**config.mk**
```make
export PLATFORM = sky130hd
export DESIGN_NAME = serial_port_slot_mapper_isoc
export DESIGN_NICKNAME = d
export VERILOG_FILES = /design/src/hdl/dummy_never_used_placeholder_none.sv /design/src/hdl/slot_map_pkg.sv /design/src/hdl/slot_if.sv /design/src/hdl/serial_port_slot_mapper_isoc.sv /design/src/hdl/slot_window.sv
export SDC_FILE = /design/constraint.sdc
export NUM_CORES = 1
export LEC_CHECK = 0
export BUFFER_PORTS_ARGS = -buffer_cell sky130_fd_sc_hd__buf_2
export CAP_MARGIN = 25
export CORE_MARGIN = 4
export CORE_UTILIZATION = 30
export CTS_CLUSTER_SIZE = 28
export DETAILED_ROUTE_END_ITERATION = 10
export SYNTH_ARGS = -nofsm -noshare
export SYNTH_HDL_FRONTEND = slang
export SYNTH_SLANG_ARGS = --single-unit
```
**constraint.sdc**
```tcl
create_clock -name sys_clk -period 5 [get_ports sys_clk]
set_clock_uncertainty 0.15 [all_clocks]
set_input_delay 0.25 -clock sys_clk [delete_from_list [all_inputs] [get_ports sys_clk]]
set_output_delay 0.25 -clock sys_clk [all_outputs]
set_load 0.01 [all_outputs]
```
**src/hdl/dummy_never_used_placeholder_none.sv**
```systemverilog
// intentionally empty compile unit
`timescale 1ns/100ps

```
**src/hdl/slot_map_pkg.sv**
```systemverilog
// shared constants for the serial port slot mapper
package slot_map_pkg;

    // ------------------------------------------------------------
    // frame and word geometry
    // ------------------------------------------------------------
    localparam int unsigned POS_W     = 13;
    localparam int unsigned OFFSET_W  = 12;
    localparam logic [12:0] FRAME_MIN = 13'h0010;
    localparam logic [12:0] FRAME_MAX = 13'h1000;
    localparam logic [5:0]  WORD_BITS = 6'h20;
    localparam logic [5:0]  BYTE_BITS = 6'h08;
    localparam logic [31:0] ALL_ONES  = 32'hffff_ffff;
    localparam logic [31:0] NFS_WORD  = 32'h8000_0000;
    localparam logic [7:0]  FLAG_ONE  = 8'h01;

    // ------------------------------------------------------------
    // isochronous rates, periods in units of 1/384 kHz
    // ------------------------------------------------------------
    localparam logic [1:0] RATE_48K  = 2'h0;
    localparam logic [1:0] RATE_96K  = 2'h1;
    localparam logic [1:0] RATE_192K = 2'h2;
    localparam logic [1:0] RATE_OFF  = 2'h3;
    localparam int unsigned ERR_W    = 9;
    localparam logic [8:0] UNITS_8K   = 9'h030;
    localparam logic [8:0] UNITS_12K  = 9'h020;
    localparam logic [8:0] UNITS_16K  = 9'h018;
    localparam logic [8:0] UNITS_24K  = 9'h010;
    localparam logic [8:0] UNITS_32K  = 9'h00c;
    localparam logic [8:0] UNITS_48K  = 9'h008;
    localparam logic [8:0] UNITS_96K  = 9'h004;
    localparam logic [8:0] UNITS_192K = 9'h002;

endpackage

```
**src/hdl/slot_if.sv**
```systemverilog
// channel slot configuration and position bundle
`timescale 1ns/100ps
interface slot_if;
    logic [12:0] offset;
    logic [1:0]  width_code;
    logic        active_phase;
    logic        half_mode;
    logic [12:0] limit;
    logic [12:0] pos;
    logic        phase;
    logic        in_slot;
    logic [4:0]  rel;
    logic        last;

    modport mgr (output offset, width_code, active_phase, half_mode, limit, pos, phase,
                 input  in_slot, rel, last);
    modport win (input  offset, width_code, active_phase, half_mode, limit, pos, phase,
                 output in_slot, rel, last);
endinterface

```
**src/hdl/serial_port_slot_mapper_isoc.sv**
```systemverilog
// audio serial port channel slot mapper with isochronous null handling
`timescale 1ns/100ps
// Behaviour
// each channel start position is set in single bit-clock steps
// offset zero places the channel on the first bit of a frame
// channel width is 8, 16, 24 or 32 bits
// converter paths carry 24 bits; a 32-bit word loses its low byte
// only the S/PDIF feed keeps the full 32-bit word
// host keeps every channel inside the programmed frame length
// host maps no bit twice, except receive channels sharing bits
// isochronous mode carries streams slower than the frame rate
// host never mixes isochronous and native streams on the port
// S/PDIF feed takes native-rate streams only
// a select bit per direction picks code or indicator-byte nulls
// code mode inserts full-scale nulls; genuine ones bumped by one
// indicator mode appends a byte; inserted nulls are full-scale words
// indicator bit one means valid, zero means null; position selectable
// code mode removal drops every negative full-scale sample
// indicator mode removal drops nulls and strips the trailing byte
// rate fields act only in isochronous mode: 48k, 96k, 192k
// rates only pace insertion and feed converters; no effect elsewhere
// host spaces valid samples within one period of an ideal clock
// error accumulator from zero chooses sample or null each frame
// 48 kHz frame gives the fixed valid/null patterns per stream rate
// long-term valid sample rate equals the stream rate
// frame length is 16 to 4096 bit clocks and bounds slots
// equal-half mode counts offsets within the active half
// bits go out most significant first from the offset for the width
module serial_port_slot_mapper_isoc (
    input  wire logic        sys_clk,
    input  wire logic        reset,
    input  wire logic        bit_clk,
    input  wire logic        frame_sync,
    input  wire logic        serial_in,
    output logic             serial_out,
    output logic             serial_out_oe,
    input  wire logic [12:0] frame_length_low,
    input  wire logic        equal_half_frame_mode,
    input  wire logic [3:0]  tx_chan1_offset_high,
    input  wire logic [7:0]  tx_chan1_offset_low,
    input  wire logic [1:0]  tx_chan1_width,
    input  wire logic        tx_chan1_phase,
    input  wire logic [3:0]  tx_chan2_offset_high,
    input  wire logic [7:0]  tx_chan2_offset_low,
    input  wire logic [1:0]  tx_chan2_width,
    input  wire logic        tx_chan2_phase,
    input  wire logic [3:0]  rx_group0_chan1_offset_high,
    input  wire logic [7:0]  rx_group0_chan1_offset_low,
    input  wire logic [1:0]  rx_group0_chan1_width,
    input  wire logic        rx_group0_chan1_phase,
    input  wire logic [3:0]  rx_group1_chan1_offset_high,
    input  wire logic [7:0]  rx_group1_chan1_offset_low,
    input  wire logic [1:0]  rx_group1_chan1_width,
    input  wire logic        rx_group1_chan1_phase,
    input  wire logic        tx_isoc_enable,
    input  wire logic        rx_isoc_enable,
    input  wire logic        tx_null_scheme_select,
    input  wire logic        rx_null_scheme_select,
    input  wire logic [2:0]  tx_null_flag_position,
    input  wire logic [2:0]  rx_null_flag_position,
    input  wire logic [1:0]  tx_isoc_rate,
    input  wire logic [1:0]  rx_isoc_rate,
    input  wire logic [2:0]  tx_stream_rate,
    input  wire logic [23:0] tx_chan1_sample,
    input  wire logic [23:0] tx_chan2_sample,
    output logic             tx_sample_take,
    output logic [23:0]      rx_group0_chan1_sample,
    output logic             rx_group0_chan1_valid,
    output logic [23:0]      rx_group1_chan1_sample,
    output logic             rx_group1_chan1_valid,
    output logic [31:0]      spdif_word,
    output logic             spdif_valid,
    output logic [1:0]       tx_conv_rate,
    output logic [1:0]       rx_conv_rate
);
    // ------------------------------------------------------------
    // state
    // ------------------------------------------------------------
    typedef struct packed {
        logic [2:0]       bclk_s;
        logic [2:0]       fs_s;
        logic [2:0]       din_s;
        logic             bclk_st;
        logic             fs_st;
        logic             din_st;
        logic             start_pend;
        logic             cap;
        logic             drv;
        logic             load;
        logic [12:0]      rx_idx;
        logic [12:0]      tx_pos;
        logic             rx_phase;
        logic             tx_phase;
        logic             tx_null;
        logic [1:0][31:0] tx_word;
        logic [1:0][31:0] rx_word;
        logic [8:0]       err;
        logic             sdout;
        logic             sdout_oe;
        logic             take;
        logic [1:0][23:0] rx_sample;
        logic [1:0]       rx_valid;
        logic [31:0]      spdif_word;
        logic             spdif_valid;
        logic [1:0]       tx_rate;
        logic [1:0]       rx_rate;
    } state_t;

    state_t           st_r;
    state_t           st_nxt;
    logic [12:0]      lim;
    logic [3:0][12:0] cfg_off;
    logic [3:0][1:0]  cfg_w;
    logic [3:0]       cfg_ap;
    logic [3:0]       in_slot;
    logic [3:0][4:0]  rel;
    logic [3:0]       last;
    logic [1:0]       rx_drop;

    // ------------------------------------------------------------
    // decoding helpers
    // ------------------------------------------------------------
    function automatic logic [5:0] width_bits(input logic [1:0] code);
        width_bits = {1'b0, code, 3'b000} + slot_map_pkg::BYTE_BITS;
    endfunction

    function automatic logic [31:0] top_mask(input logic [5:0] nbits);
        top_mask = ~(slot_map_pkg::ALL_ONES >> nbits);
    endfunction

    function automatic logic [8:0] frame_units(input logic [1:0] code);
        case (code)
            slot_map_pkg::RATE_96K:  frame_units = slot_map_pkg::UNITS_96K;
            slot_map_pkg::RATE_192K: frame_units = slot_map_pkg::UNITS_192K;
            default:                 frame_units = slot_map_pkg::UNITS_48K;
        endcase
    endfunction

    function automatic logic [8:0] stream_units(input logic [2:0] code);
        case (code)
            3'h0:    stream_units = slot_map_pkg::UNITS_8K;
            3'h1:    stream_units = slot_map_pkg::UNITS_12K;
            3'h2:    stream_units = slot_map_pkg::UNITS_16K;
            3'h3:    stream_units = slot_map_pkg::UNITS_24K;
            3'h4:    stream_units = slot_map_pkg::UNITS_32K;
            3'h6:    stream_units = slot_map_pkg::UNITS_96K;
            3'h7:    stream_units = slot_map_pkg::UNITS_192K;
            default: stream_units = slot_map_pkg::UNITS_48K;
        endcase
    endfunction

    // ------------------------------------------------------------
    // channel slot windows: 0,1 transmit, 2,3 receive
    // ------------------------------------------------------------
    assign lim     = equal_half_frame_mode ? {1'b0, frame_length_low[12:1]} : frame_length_low;
    assign cfg_off = {{1'b0, rx_group1_chan1_offset_high, rx_group1_chan1_offset_low},
                      {1'b0, rx_group0_chan1_offset_high, rx_group0_chan1_offset_low},
                      {1'b0, tx_chan2_offset_high, tx_chan2_offset_low},
                      {1'b0, tx_chan1_offset_high, tx_chan1_offset_low}};
    assign cfg_w   = {rx_group1_chan1_width, rx_group0_chan1_width, tx_chan2_width, tx_chan1_width};
    assign cfg_ap  = {rx_group1_chan1_phase, rx_group0_chan1_phase, tx_chan2_phase, tx_chan1_phase};

    slot_if sl [4] ();

    for (genvar g = 0; g < 4; g++) begin : g_slot
        assign sl[g].offset       = cfg_off[g];
        assign sl[g].width_code   = cfg_w[g];
        assign sl[g].active_phase = cfg_ap[g];
        assign sl[g].half_mode    = equal_half_frame_mode;
        assign sl[g].limit        = lim;
        assign sl[g].pos          = (g < 2) ? st_r.tx_pos : st_r.rx_idx;
        assign sl[g].phase        = (g < 2) ? st_r.tx_phase : st_r.rx_phase;
        assign in_slot[g]         = sl[g].in_slot;
        assign rel[g]             = sl[g].rel;
        assign last[g]            = sl[g].last;
        slot_window u_win (
            .s (sl[g])
        );
    end

    // ------------------------------------------------------------
    // next state
    // ------------------------------------------------------------
    always_comb begin
        logic        bclk_new;
        logic        fs_new;
        logic        rise;
        logic        fs_start;
        logic        wrap;
        logic        send;
        logic [8:0]  fu;
        logic [8:0]  su;
        logic [5:0]  wb;
        logic [31:0] w;
        logic [31:0] audio;
        logic [7:0]  fb;
        logic        isnull;
        bclk_new = st_r.bclk_st;
        fs_new   = st_r.fs_st;
        rise     = 1'b0;
        fs_start = 1'b0;
        wrap     = 1'b0;
        send     = 1'b1;
        fu       = frame_units(tx_isoc_rate);
        su       = stream_units(tx_stream_rate);
        wb       = '0;
        w        = '0;
        audio    = '0;
        fb       = '0;
        isnull   = 1'b0;
        rx_drop  = '0;
        st_nxt   = st_r;
        st_nxt.take        = 1'b0;
        st_nxt.rx_valid    = '0;
        st_nxt.spdif_valid = 1'b0;
        st_nxt.load        = 1'b0;
        // three-stage synchronisers; a change counts when stages two and three agree
        st_nxt.bclk_s = {st_r.bclk_s[1:0], bit_clk};
        st_nxt.fs_s   = {st_r.fs_s[1:0], frame_sync};
        st_nxt.din_s  = {st_r.din_s[1:0], serial_in};
        if (st_r.bclk_s[1] == st_r.bclk_s[2]) begin
            bclk_new = st_r.bclk_s[2];
        end
        if (st_r.fs_s[1] == st_r.fs_s[2]) begin
            fs_new = st_r.fs_s[2];
        end
        if (st_r.din_s[1] == st_r.din_s[2]) begin
            st_nxt.din_st = st_r.din_s[2];
        end
        st_nxt.bclk_st = bclk_new;
        st_nxt.fs_st   = fs_new;
        rise     = bclk_new & ~st_r.bclk_st;
        fs_start = equal_half_frame_mode ? (fs_new ^ st_r.fs_st) : (fs_new & ~st_r.fs_st);
        if (fs_start) begin
            st_nxt.start_pend = 1'b1;
        end
        st_nxt.cap = rise;
        st_nxt.drv = st_r.cap;
        // receive position counts bit clocks from the frame or half start
        if (rise) begin
            st_nxt.start_pend = 1'b0;
            st_nxt.rx_phase   = fs_new;
            if (st_r.start_pend || fs_start) begin
                st_nxt.rx_idx = '0;
            end else if (st_r.rx_idx != slot_map_pkg::FRAME_MAX) begin
                st_nxt.rx_idx = st_r.rx_idx + 13'h0001;
            end
        end
        if (st_r.cap) begin
            // transmit position runs one bit ahead and wraps at the frame length, or at the half length in equal-half mode
            wrap = ((st_r.rx_idx + 13'h0001) >= lim);
            st_nxt.tx_pos   = wrap ? '0 : (st_r.rx_idx + 13'h0001);
            st_nxt.tx_phase = wrap ? ~st_r.rx_phase : st_r.rx_phase;
            st_nxt.load     = wrap && (!equal_half_frame_mode || !st_r.rx_phase);
            // receive capture; both receive groups may read the same bits
            for (int c = 0; c < 2; c++) begin
                if (in_slot[2+c]) begin
                    wb = width_bits(cfg_w[2+c]);
                    w  = (rel[2+c] == 5'h00) ? '0 : st_r.rx_word[c];
                    w[5'd31 - rel[2+c]] = st_r.din_st;
                    st_nxt.rx_word[c] = w;
                    if (last[2+c]) begin
                        isnull = 1'b0;
                        audio  = w & top_mask(wb);
                        if (rx_isoc_enable && rx_null_scheme_select) begin
                            isnull = (audio == slot_map_pkg::NFS_WORD);
                        end else if (rx_isoc_enable) begin
                            fb     = 8'(w >> (slot_map_pkg::WORD_BITS - wb));
                            isnull = !fb[rx_null_flag_position];
                            audio  = w & top_mask(wb - slot_map_pkg::BYTE_BITS);
                        end
                        rx_drop[c] = isnull;
                        if (!isnull) begin
                            st_nxt.rx_sample[c] = audio[31:8];
                            st_nxt.rx_valid[c]  = 1'b1;
                            if (c == 0) begin
                                st_nxt.spdif_word  = audio;
                                st_nxt.spdif_valid = !rx_isoc_enable;
                            end
                        end
                    end
                end
            end
        end
        // per-frame sample or null decision; one decision serves both transmit channels
        if (st_nxt.load) begin
            if (!tx_isoc_enable) begin
                st_nxt.err = '0;
            end else if ($signed(st_r.err) < $signed(fu)) begin
                st_nxt.err = st_r.err + su - fu;
            end else begin
                send       = 1'b0;
                st_nxt.err = st_r.err - fu;
            end
            st_nxt.tx_null = !send;
            st_nxt.take    = send;
            for (int c = 0; c < 2; c++) begin
                wb = width_bits(cfg_w[c]);
                w  = {(c == 0) ? tx_chan1_sample : tx_chan2_sample, 8'h00};
                if (!send) begin
                    w = slot_map_pkg::NFS_WORD;
                end else if (tx_isoc_enable && tx_null_scheme_select) begin
                    if ((w & top_mask(wb)) == slot_map_pkg::NFS_WORD) begin
                        w = w + (32'h0000_0001 << (slot_map_pkg::WORD_BITS - wb));
                    end
                end else if (tx_isoc_enable) begin
                    fb = slot_map_pkg::FLAG_ONE << tx_null_flag_position;
                    w  = (w & top_mask(wb - slot_map_pkg::BYTE_BITS))
                         | ({24'h00_0000, fb} << (slot_map_pkg::WORD_BITS - wb));
                end
                st_nxt.tx_word[c] = w;
            end
        end
        // transmit bit, most significant first, driven only inside a slot
        if (st_r.drv) begin
            st_nxt.sdout    = 1'b0;
            st_nxt.sdout_oe = 1'b0;
            for (int c = 0; c < 2; c++) begin
                if (in_slot[c]) begin
                    st_nxt.sdout    = st_r.tx_word[c][5'd31 - rel[c]];
                    st_nxt.sdout_oe = 1'b1;
                end
            end
        end
        st_nxt.tx_rate = tx_isoc_enable ? tx_isoc_rate : slot_map_pkg::RATE_OFF;
        st_nxt.rx_rate = rx_isoc_enable ? rx_isoc_rate : slot_map_pkg::RATE_OFF;
    end

    always_ff @(posedge sys_clk) begin
        if (reset) begin
            st_r <= '0;
        end else begin
            st_r <= st_nxt;
        end
    end

    assign serial_out             = st_r.sdout;
    assign serial_out_oe          = st_r.sdout_oe;
    assign tx_sample_take         = st_r.take;
    assign rx_group0_chan1_sample = st_r.rx_sample[0];
    assign rx_group0_chan1_valid  = st_r.rx_valid[0];
    assign rx_group1_chan1_sample = st_r.rx_sample[1];
    assign rx_group1_chan1_valid  = st_r.rx_valid[1];
    assign spdif_word             = st_r.spdif_word;
    assign spdif_valid            = st_r.spdif_valid;
    assign tx_conv_rate           = st_r.tx_rate;
    assign rx_conv_rate           = st_r.rx_rate;

    // ------------------------------------------------------------
    // checks
    // ------------------------------------------------------------
    AST_FIRST_BIT: assert property (@(posedge sys_clk) disable iff (reset)
        (st_r.drv && in_slot[0] && st_r.tx_pos == cfg_off[0])
        |=> (serial_out == $past(st_r.tx_word[0][31])) && serial_out_oe)
        else $error("first slot bit is not the word msb");
    AST_WIDTH: assert property (@(posedge sys_clk) disable iff (reset)
        in_slot[0] |-> ({1'b0, rel[0]} < width_bits(cfg_w[0])))
        else $error("transmit slot runs past its width");
    AST_CONV24: assert property (@(posedge sys_clk) disable iff (reset)
        (spdif_valid && rx_group0_chan1_valid) |-> (rx_group0_chan1_sample == spdif_word[31:8]))
        else $error("converter sample is not the top 24 bits");
    AST_SPDIF_NATIVE: assert property (@(posedge sys_clk) disable iff (reset)
        ($past(rx_isoc_enable) && rx_isoc_enable) |-> !spdif_valid)
        else $error("spdif fed while isochronous");
    AST_NFS_BUMP: assert property (@(posedge sys_clk) disable iff (reset)
        (st_r.load && tx_isoc_enable && tx_null_scheme_select && !st_r.tx_null)
        |-> ((st_r.tx_word[0] & top_mask(width_bits(cfg_w[0]))) != slot_map_pkg::NFS_WORD))
        else $error("valid sample leaves as a null code");
    AST_NULL_WORD: assert property (@(posedge sys_clk) disable iff (reset)
        (st_r.load && st_r.tx_null) |-> (st_r.tx_word[1] == slot_map_pkg::NFS_WORD) && !tx_sample_take)
        else $error("inserted null is not full scale");
    AST_ERR_RANGE: assert property (@(posedge sys_clk) disable iff (reset)
        ($past(tx_isoc_enable) && tx_isoc_enable && $stable(tx_stream_rate) && $stable(tx_isoc_rate)
         && $past(st_r.load)) |-> (!st_r.err[8] && st_r.err < stream_units(tx_stream_rate)))
        else $error("null accumulator out of range");
    AST_NATIVE_TAKE: assert property (@(posedge sys_clk) disable iff (reset)
        (st_nxt.load && !tx_isoc_enable) |=> tx_sample_take ##1 !tx_sample_take)
        else $error("native frame did not take a sample");
    AST_RX_DROP: assert property (@(posedge sys_clk) disable iff (reset)
        (st_r.cap && last[2] && rx_drop[0]) |=> !rx_group0_chan1_valid)
        else $error("null sample delivered");
    AST_NSB_STRIP: assert property (@(posedge sys_clk) disable iff (reset)
        (st_r.cap && last[2] && !rx_drop[0] && rx_isoc_enable && !rx_null_scheme_select
         && cfg_w[2] == 2'h2) |=> (rx_group0_chan1_valid && rx_group0_chan1_sample[7:0] == 8'h00))
        else $error("indicator byte not stripped");
    AST_POS_LIMIT: assert property (@(posedge sys_clk) disable iff (reset)
        (st_r.drv && lim >= slot_map_pkg::FRAME_MIN) |-> (st_r.tx_pos < lim))
        else $error("transmit position past frame or half");
endmodule

```
**src/hdl/slot_window.sv**
```systemverilog
// decides whether a bit position falls inside one channel's slot
`timescale 1ns/100ps
module slot_window (
    slot_if.win s
);
    logic [13:0] diff;
    logic [5:0]  wbits;

    always_comb begin
        diff      = {1'b0, s.pos} - {1'b0, s.offset};
        wbits     = {1'b0, s.width_code, 3'b000} + slot_map_pkg::BYTE_BITS;
        s.in_slot = (s.pos >= s.offset) && (diff < {8'h00, wbits}) && (s.pos < s.limit)
                    && (!s.half_mode || (s.phase == s.active_phase));
        s.rel     = diff[4:0];
        s.last    = s.in_slot && ({1'b0, s.rel} == (wbits - 6'h01));
    end
endmodule

```
==> run_results.csv, run 1 <==
group,metric,value,unit
run_status,run_status,"complete, no violations",
place,dp.final_hpwl,50350,um
layout,stdcell_area,23020,sq um
yosys,synthesis.nets,2856,
critical_path,critPathRequiredTime,5.35,ns
critical_path,startpoint,"sl[2].pos[0]",
global_routing,grt_max_degree,137,
flow_run,maxCapViolations,0,
yosys,synth_most_common_cell,"dfxtp_1",
sta,fin_crit_sh,94.52,%
critical_path,ff2ff_path_depth,16,
yosys,yosys.cell_types.count,96,
die,die_width,265.6,um
yosys,synth_seq_cells,245,
clock_network,cts_tree,"done",
yosys,synth_warnings,0,
critical_path,crit_path_end,"rx_group0_chan1_sample[3]",
pwr,max-vdd-ir-drop,0.2509,mV
sta,slew_viol_final,0,
layout,finish.utilization,35.02,%
critical_path,reg2reg_from,"sl[2].pos[0]",
sta,finalSetupViolCount,0,
yosys,synth_commonest_cells,"dfxtp_1, nand2_1, a21oi_1, nor2_1, mux2i_1",
sta,fmax,211.6,MHz
sta,tightest_slew,0.9781,ns
detailed_routing,routed_via_density,5.441,
pwr,p_leak,9.664,nW
die,dieArea,70550,sq um
global_routing,grt_pass1_wl,104500,um
global_routing,grt_pass1_vias,18329,
place,gp_congestion,0.9668,
sta,finalHoldViolCount,0,
layout,final_layout_size_suffix_gt1_share,15.12,%
sta,min_period,4.726,ns
clock_network,clk_pin_slew,0.06,ns
critical_path,arrival,5.08,ns
yosys,synthMuxAreaShare,9.867,%
clock_network,postCtsSetupBuffers,0,
critical_path,worstPathMaxFanout,25,
die,die_h,265.6,um
die,coreArea,65750,sq um
critical_path,reg2reg_to,"rx_group0_chan1_sample[3]",
global_routing,grt_antenna_before_repair,2,
clock_network,cts_sinks,245,
place,placed_area,21480,sq um
clock_network,clk_path_buf_depth,3,
yosys,yosys.area_share.simple,22.14,%
yosys,ys_seq_area_share,24.64,%
critical_path,endpoint_kind,"register",
yosys,yosys.area.top_type_share,24.64,%
die,rows,94,
detailed_routing,wl_per_cell,18.93,um
detailed_routing,drt_pass1_iterations,7,
die,start_util,30.28,%
sta,fin_setup_tns,0,ns
clock_network,clk_latency,0.59,ns
pwr,power.density,226.0,nW/um^2
yosys,synth_compound_area_share,21.84,%
detailed_routing,dr_total_vias,19561,
layout,area_growth,15.65,%
yosys,synth_area_leaders,"dfxtp_1, ha_1, mux2i_1",
yosys,synth-main-ff-cell,"dfxtp_1",
layout,diodes,0,
global_routing,grt-ovfl-total,0,
detailed_routing,ant_nets,0,
clock_network,ctsHtreeMaxLevel,1,
yosys,synth_top_family_by_area,"simple AND/OR/NAND/NOR gates",
yosys,synth-edff-count,0,
yosys,yosysTopAreaCell,"dfxtp_1",
detailed_routing,drc,0,
pwr,total_power,5.205,mW
yosys,async_reset_ff_share,0,%
sta,hold_slack,0.05261,ns
die,ios,234,
sta,rsz0062_at_grt,"no",
critical_path,critical_path_class,"reg -> reg",
clock_network,numCtsBuffers,31,
detailed_routing,drt-initial-drc-count,1567,
detailed_routing,totalWireLength,68040,um
worst_hold_path,holdPathStages,4,
yosys,synth_cells,2564,
global_routing,grt_usage,18.16,%
yosys,syn_avg_cell_area,7.765,sq um
yosys,synth_area,19910,sq um
critical_path,ff2ff_setup_slack,0.27,ns
yosys,synth_fa_ha_area_share,9.741,%
worst_hold_path,hold_path.class,"in -> reg",
clock_network,root_buffer,"clkbuf_16",
yosys,synth_xor_area_share,2.866,%
place,io_buffers,233,
layout,nNetsFinal,3001,
sta,relSlewSlack,34.50,%
critical_path,critPathLaunchType,"register",
[registers in the layout (all words and copies together), names as in the netlist]
name / count
rx_group0_chan1_sample: 24
st_nxt: 7
sl.phase: 2
tx_sample_take: 1
sl.pos: 26
rx_conv_rate: 2
rx_group0_chan1_valid: 1
tx_conv_rate: 2
st_r: 144
spdif_word: 8
serial_out: 1
rx_group1_chan1_sample: 24
spdif_valid: 1
rx_group1_chan1_valid: 1
serial_out_oe: 1
[repair_timing]
action	CTS	global route
hold endpoints to repair	48	0
gates resized for setup	0	1
setup endpoints to repair	0	10
hold buffers	50	0
[worst max-delay path: stages (launching register included)]
cell and delay, ns:
dfxtp_1 0.42, inv_1 0.11, buf_4 0.17, ha_1 0.20, fa_1 0.43, nand2b_1 0.18, o2bb2ai_2 0.20, xnor2_2 0.26
buf_4 0.23, nand3_1 0.15, o22ai_1 0.44, mux4_2 0.34, a2bb2oi_1 0.15, o311ai_1 0.18, a2111oi_4 0.49, buf_12 0.27
mux2i_1 0.24
[cell usage in the layout, fill, tap and decap left out, types with 31 or more instances in the layout]
master           n
dfxtp_1        245
nand2_1        243
buf_2          233
a21oi_1        226
nor2_1         209
mux2i_1        140
ha_1           139
inv_1          134
nand3_1        114
o21ai_0        106
nand2b_1        95
buf_4           59
nor3_1          55
dlygate4sd3_1   50
a211oi_1        35
o31ai_1         31
clkbuf_16       31
[stage by stage]
step	std cells	setup slack, ns
finish	3595	0.2741
CTS	3595	0.2197
floorplan	2564	0.5678
global placement	3489	0.3771
detailed placement	3490	0.2497
global route	3595	0.09343
[final cells by class]
cell class / instances / area (sq um)
well taps: 864 / 1081
multi-input cells: 1947 / 13290
clock inverters: 17 / 203.9
clock buffers: 38 / 832.0
repair buffers: 347 / 2203
inverters: 137 / 514.2
fillers: 6869 / 42720
flip-flops and latches: 245 / 4905
[per-layer routing]
layer	track usage [%]	vias up	wire length, um
met3	2.636	148	4595
met1	25.03	9146	30620
met4	6.207	2	2413
met2	29.17	762	30390
met5	0	-	17
li1	-	9503	-
[power breakdown]
group	internal, mW	switching [mW]	total, mW	leakage (nW)
Combinational	0.330	0.595	0.925	7.18
Sequential	1.96	0.00195	1.96	1.98
Clock	1.38	0.938	2.32	0.506
Total	3.67	1.53	5.20	9.66
[worst min path at each step]
stage                              from          end
detailed placement          st_nxt[267]  st_nxt[268]
global route        tx_chan1_sample[11]    st_r[184]
global placement            st_nxt[267]  st_nxt[268]
finish              tx_chan1_sample[11]    st_r[182]
CTS                 tx_chan1_sample[11]    st_r[182]
floorplan                rx_isoc_enable  spdif_valid
[cell families after synthesis]
logic type | count (synthesis)
AND/OR/NAND/NOR | 905
AO/OA/AOI/OAI | 663
buffers and inverters | 372
flip-flops | 245
multiplexers | 168
adder cells (fa/ha/maj) | 150
XOR/XNOR | 61
(Power assumes the default switching activity.)
==> run 2, diff against run 1 <==
Settings changed: PLACE_DENSITY from default to 0.43.
==> run 2 against run 1 <==
Net effect:
- global-route usage grew 2.5 points
- non-clock buffer count is 12 lower
- combinational power up 2%
- largest cell class unchanged
- routed wire length grew 11%
- setup slack better by 0.15 ns
- final cell count is 0.14% lower
- count of clock-buffer cells in the layout up 14
- critical path type unchanged
- highest routed layer is now met4
==> run_results.csv, run 2 (synthesized netlist as in run 1, its figures left out) <==
group,metric,value,unit
critical_path,ff2ff_path_depth,13,
die,rows,94,
sta,tightest_slew,0.9944,ns
clock_network,root_buffer,"clkbuf_16",
flow_run,maxCapViolations,0,
pwr,max-vdd-ir-drop,0.2369,mV
sta,rsz0062_at_grt,"no",
layout,area_growth,15.42,%
pwr,p_leak,9.683,nW
layout,seq_area,4905,sq um
layout,layout.cells.non_filler,3590,
layout,top_register,"st_r",
sta,finalHoldViolCount,0,
detailed_routing,routed_via_density,5.501,
global_routing,grt-ovfl-total,0,
layout,nFillCells,6955,
layout,finish.utilization,34.95,%
critical_path,startpoint,"sl[2].pos[0]",
clock_network,postCtsSetupBuffers,0,
layout,nNetsFinal,2993,
run_status,run_status,"complete, no violations",
detailed_routing,ant_nets,0,
detailed_routing,drt-initial-drc-count,1436,
critical_path,critical_path_class,"reg -> reg",
critical_path,worstPathMaxFanout,32,
layout,largest_reg_flops,144,
place,dpl.cell_count,3506,
layout,final_layout_size_suffix_gt1_share,15.82,%
die,dieArea,70550,sq um
clock_network,numCtsBuffers,35,
global_routing,grt_pass1_wl,116500,um
layout,multi_input_area,13290,sq um
critical_path,reg2reg_from,"sl[2].pos[0]",
die,start_util,30.28,%
detailed_routing,dr_total_vias,19748,
critical_path,cpPeakStageDelay,0.73,ns
die,die_h,265.6,um
clock_network,clk_latency,0.55,ns
detailed_routing,drc,0,
sta,fin_setup_tns,0,ns
worst_hold_path,hold_path.class,"in -> reg",
critical_path,arrival,4.88,ns
global_routing,grt_max_degree,94,
clock_network,cts_tree,"done",
sta,slew_viol_final,0,
die,coreArea,65750,sq um
critical_path,critPathLaunchType,"register",
sta,fmax,218.6,MHz
sta,finalSetupViolCount,0,
layout,final_common_cell,"dfxtp_1",
critical_path,reg2reg_to,"rx_group0_chan1_sample[16]",
critical_path,critPathRequiredTime,5.30,ns
place,gp_congestion,0.9361,
critical_path,crit_path_top_delay_cell,"o21ai_0",
sta,min_period,4.576,ns
global_routing,grt_pass1_vias,19263,
detailed_routing,totalWireLength,75350,um
critical_path,crit_path_end,"rx_group0_chan1_sample[16]",
layout,stdcell_area,22980,sq um
critical_path,ff2ff_setup_slack,0.42,ns
critical_path,crit_buf_inv,2,
global_routing,grt_usage,20.63,%
die,die_width,265.6,um
detailed_routing,drt_pass1_iterations,6,
clock_network,ctsHtreeMaxLevel,2,
sta,fin_crit_sh,91.51,%
clock_network,clk_path_buf_depth,3,
die,ios,234,
critical_path,crit_top_cell,"mux2i_1",
clock_network,clk_pin_slew,0.06,ns
critical_path,path_depth,13,
place,placed_area,21620,sq um
clock_network,cts_sinks,245,
place,dp.final_hpwl,56280,um
pwr,total_power,5.365,mW
pwr,power.density,233.5,nW/um^2
layout,final_cell_mix,"dfxtp_1, nand2_1, buf_2",
critical_path,cp_cell_sequence,"inv_1 -> ha_1 -> fa_1 -> xnor2_1 -> nor2_1 -> o21ai_0 -> a22o_1 -> mux2i_1 -> o32ai_1 -> o211ai_1 -> a2111oi_4 -> buf_12 -> mux2i_1",
detailed_routing,wl_per_cell,20.99,um
sta,relSlewSlack,33.55,%
critical_path,path_delay_family,"compound AO/OA/AOI/OAI gates",
global_routing,grt_antenna_before_repair,3,
critical_path,endpoint_kind,"register",
place,io_buffers,233,
-- run 2: worst reg2reg max path: stages (launching register included) --
cell and delay [ns]:
dfxtp_1 0.39, inv_1 0.19, ha_1 0.26, fa_1 0.43, xnor2_1 0.32, nor2_1 0.11
o21ai_0 0.73, a22o_1 0.33, mux2i_1 0.10, o32ai_1 0.31, o211ai_1 0.20, a2111oi_4 0.44
buf_12 0.27, mux2i_1 0.27
-- run 2: power breakdown --
part	switching [mW]	total, mW	internal, mW
combinational	0.619	0.942	0.323
clock	0.981	2.46	1.48
sequential	0.00181	1.96	1.96
-- run 2: repair_timing --
item                                   in CTS  in global routing
hold buffers                               22                  0
setup endpoints to repair                   0                 14
endpoints found under the hold margin      20                  0
gates resized for setup                     0                  1
-- run 2: final cells by class --
class / instances / area share [%]
clock buffer: 52 / 4.487
antenna: 1 / 0.01089
tap: 864 / 4.705
sequential: 245 / 21.34
multi-input combinational: 1947 / 57.83
inverter: 137 / 2.238
timing repair buffer: 335 / 8.957
clock inverter: 9 / 0.4302
-- run 2: worst min-delay path by stage --
stage	from	end	cells after the start
3_5_place_dp	st_nxt[267]	st_nxt[268]	1
3_3_place_gp	st_nxt[270]	st_nxt[271]	1
2_1_floorplan	rx_isoc_enable	spdif_valid	1
6_report	tx_chan2_sample[10]	st_r[213]	3
4_1_cts	tx_chan1_sample[0]	st_r[171]	5
5_1_grt	tx_chan2_sample[22]	st_r[225]	4
-- run 2: stage by stage --
stage / setup WS, ns / hold slack, ns
after floorplan: 0.5678 / 0.1779
after global placement: 0.5151 / 0.2767
after detailed placement: 0.3761 / 0.2881
after CTS: 0.3237 / 0.0005344
after global routing: 0.08290 / 0.04112
final: 0.4245 / 0.03388
-- run 2: routing by layer --
metal | up-vias | part of all wire, % | track usage [%]
met5 | - | 0 | 0
met4 | 0 | 2.7 | 6.093
met3 | 138 | 5.7 | 2.719
met2 | 715 | 46 | 33.42
met1 | 9415 | 46 | 28.78
li1 | 9480 | - | -
==> run 3, diff against run 2 <==
Settings changed: CORE_UTILIZATION 30 to 55, PLACE_DENSITY 0.43 to 0.76.
==> run 3 against run 2 <==
Net effect:
- total power fell by 5.6%
- clock power fell by 12%
- non-clock buffer count rose by 12
- hold slack got worse by 0.024 ns
- sequential power barely moved
- combinational power fell by 1%
- first-iteration DRC count rose by 47%
- global-route usage rose by 11 points
- die area fell by 44%
- maximum frequency fell by 2.4%
- largest power group unchanged
- routed wire length fell by 14%
- via count rose by 2.1%
==> run_results.csv, run 3 (synthesized netlist as in run 1, its figures left out) <==
group,metric,value,unit
detailed_routing,drt-initial-drc-count,2115,
detailed_routing,ant_nets,0,
pwr,p_leak,9.654,nW
place,dp.final_hpwl,47620,um
critical_path,crit_top_cell,"buf_4",
place,gp_congestion,0.9909,
layout,largest_reg_flops,144,
sta,rsz0062_at_grt,"no",
critical_path,critPathRequiredTime,5.33,ns
sta,min_period,4.687,ns
sta,tightest_slew,0.9435,ns
critical_path,worstPathMaxFanout,16,
global_routing,grt_antenna_before_repair,0,
layout,final_layout_size_suffix_gt1_share,15.62,%
place,placed_area,21180,sq um
sta,fin_crit_sh,93.75,%
detailed_routing,dr_total_vias,20171,
flow_run,maxCapViolations,0,
clock_network,ctsHtreeMaxLevel,1,
sta,finalSetupViolCount,0,
global_routing,grt-ovfl-total,0,
clock_network,clk_latency,0.57,ns
worst_hold_path,hold_path.class,"in -> reg",
clock_network,clk_pin_slew,0.06,ns
die,dieArea,39310,sq um
die,ios,234,
pwr,total_power,5.062,mW
place,dpl.cell_count,3104,
global_routing,grt_pass1_vias,18865,
critical_path,critical_path_class,"reg -> reg",
critical_path,critPathLaunchType,"register",
place,dp_slack,0.1317,ns
clock_network,cts_sinks,245,
sta,slew_viol_final,0,
layout,final_cell_mix,"dfxtp_1, nand2_1, buf_2",
pwr,max-vdd-ir-drop,0.2502,mV
critical_path,crit_path_top_delay_cell,"a2111oi_1",
clock_network,root_buffer,"clkbuf_16",
clock_network,clk_path_buf_depth,3,
sta,fin_setup_tns,0,ns
detailed_routing,totalWireLength,64820,um
global_routing,grt_max_degree,144,
layout,diodes,0,
die,die_h,198.3,um
place,io_buffers,233,
sta,fmax,213.3,MHz
layout,nNetsFinal,2999,
critical_path,cpPeakStageDelay,0.57,ns
die,coreArea,35660,sq um
layout,stdcell_area,22470,sq um
die,start_util,55.84,%
clock_network,cts_tree,"done",
detailed_routing,drt_pass1_iterations,6,
global_routing,grt_usage,31.62,%
sta,hold_slack,0.01033,ns
detailed_routing,routed_via_density,6.327,
sta,setup_slack,0.3125,ns
critical_path,arrival,5.01,ns
critical_path,cp_cell_sequence,"inv_1 -> ha_1 -> fa_1 -> nand2b_1 -> o2bb2ai_2 -> xnor2_2 -> buf_4 -> o31ai_1 -> nand3_1 -> a2111oi_1 -> nand4b_1 -> nor4b_2 -> a2111oi_4 -> buf_4 -> mux2i_1",
detailed_routing,drc,0,
layout,layout.cells.non_filler,3188,
layout,top_register,"st_r",
global_routing,grt_pass1_wl,102100,um
critical_path,path_delay_family,"compound AO/OA/AOI/OAI gates",
layout,finish.utilization,63.01,%
critical_path,crit_buf_inv,3,
layout,final_common_cell,"dfxtp_1",
sta,relSlewSlack,36.62,%
clock_network,numCtsBuffers,29,
die,rows,69,
detailed_routing,wl_per_cell,20.33,um
pwr,power.density,225.3,nW/um^2
layout,area_growth,12.85,%
die,die_width,198.3,um
critical_path,endpoint_kind,"register",
sta,finalHoldViolCount,0,
run_status,run_status,"complete, no violations",
run 3: final timing paths:
path	startpoint	to	slack [ns]	depth (start not counted)
min reg2reg	st_nxt[267]	st_nxt[268]	0.29	1
min	tx_chan1_sample[20]	st_r[191]	0.01	4
max reg2reg	sl[2].pos[0]	rx_group0_chan1_sample[23]	0.31	15
max	sl[2].pos[0]	rx_group0_chan1_sample[23]	0.31	15
run 3: repair_timing:
item / CTS / global route
setup endpoints to repair: 0 / 25
gates resized for setup: 0 / 1
hold buffers: 32 / 0
buffers inserted: 0 / 1
endpoints found under the hold margin: 31 / 0
run 3: worst reg2reg max path: cells and delay by family (launching register included):
family,cells,cell delay [ns]
AND/OR/NAND/NOR,4,0.98
XOR/XNOR,1,0.20
flip-flops,1,0.39
adder cells (fa/ha/maj),2,0.66
AO/OA/AOI/OAI,4,1.45
multiplexers,1,0.19
buffers and inverters,3,0.57
run 3: routing by layer:
metal | global-route usage, % | share of wire [%]
met3 | 4.815 | 8.7
met4 | 9.564 | 3.4
met1 | 45.01 | 43
met5 | 0 | 0
met2 | 49.70 | 44
run 3: area by class of cell:
| class | instances | area, sq um |
|---|---|---|
| clock buffers | 36 | 782.0 |
| clock inverters | 15 | 177.7 |
| fillers | 3186 | 13190 |
| inverters | 137 | 514.2 |
| multi-input cells | 1947 | 13280 |
| flip-flops and latches | 245 | 4905 |
| well taps | 461 | 576.8 |
| repair buffers | 347 | 2233 |
run 3: power breakdown:
group | switching, mW | total [mW] | internal (mW) | leakage, nW
Sequential | 0.00211 | 1.96 | 1.96 | 1.98
Clock | 0.910 | 2.17 | 1.26 | 0.455
Combinational | 0.594 | 0.929 | 0.335 | 7.22
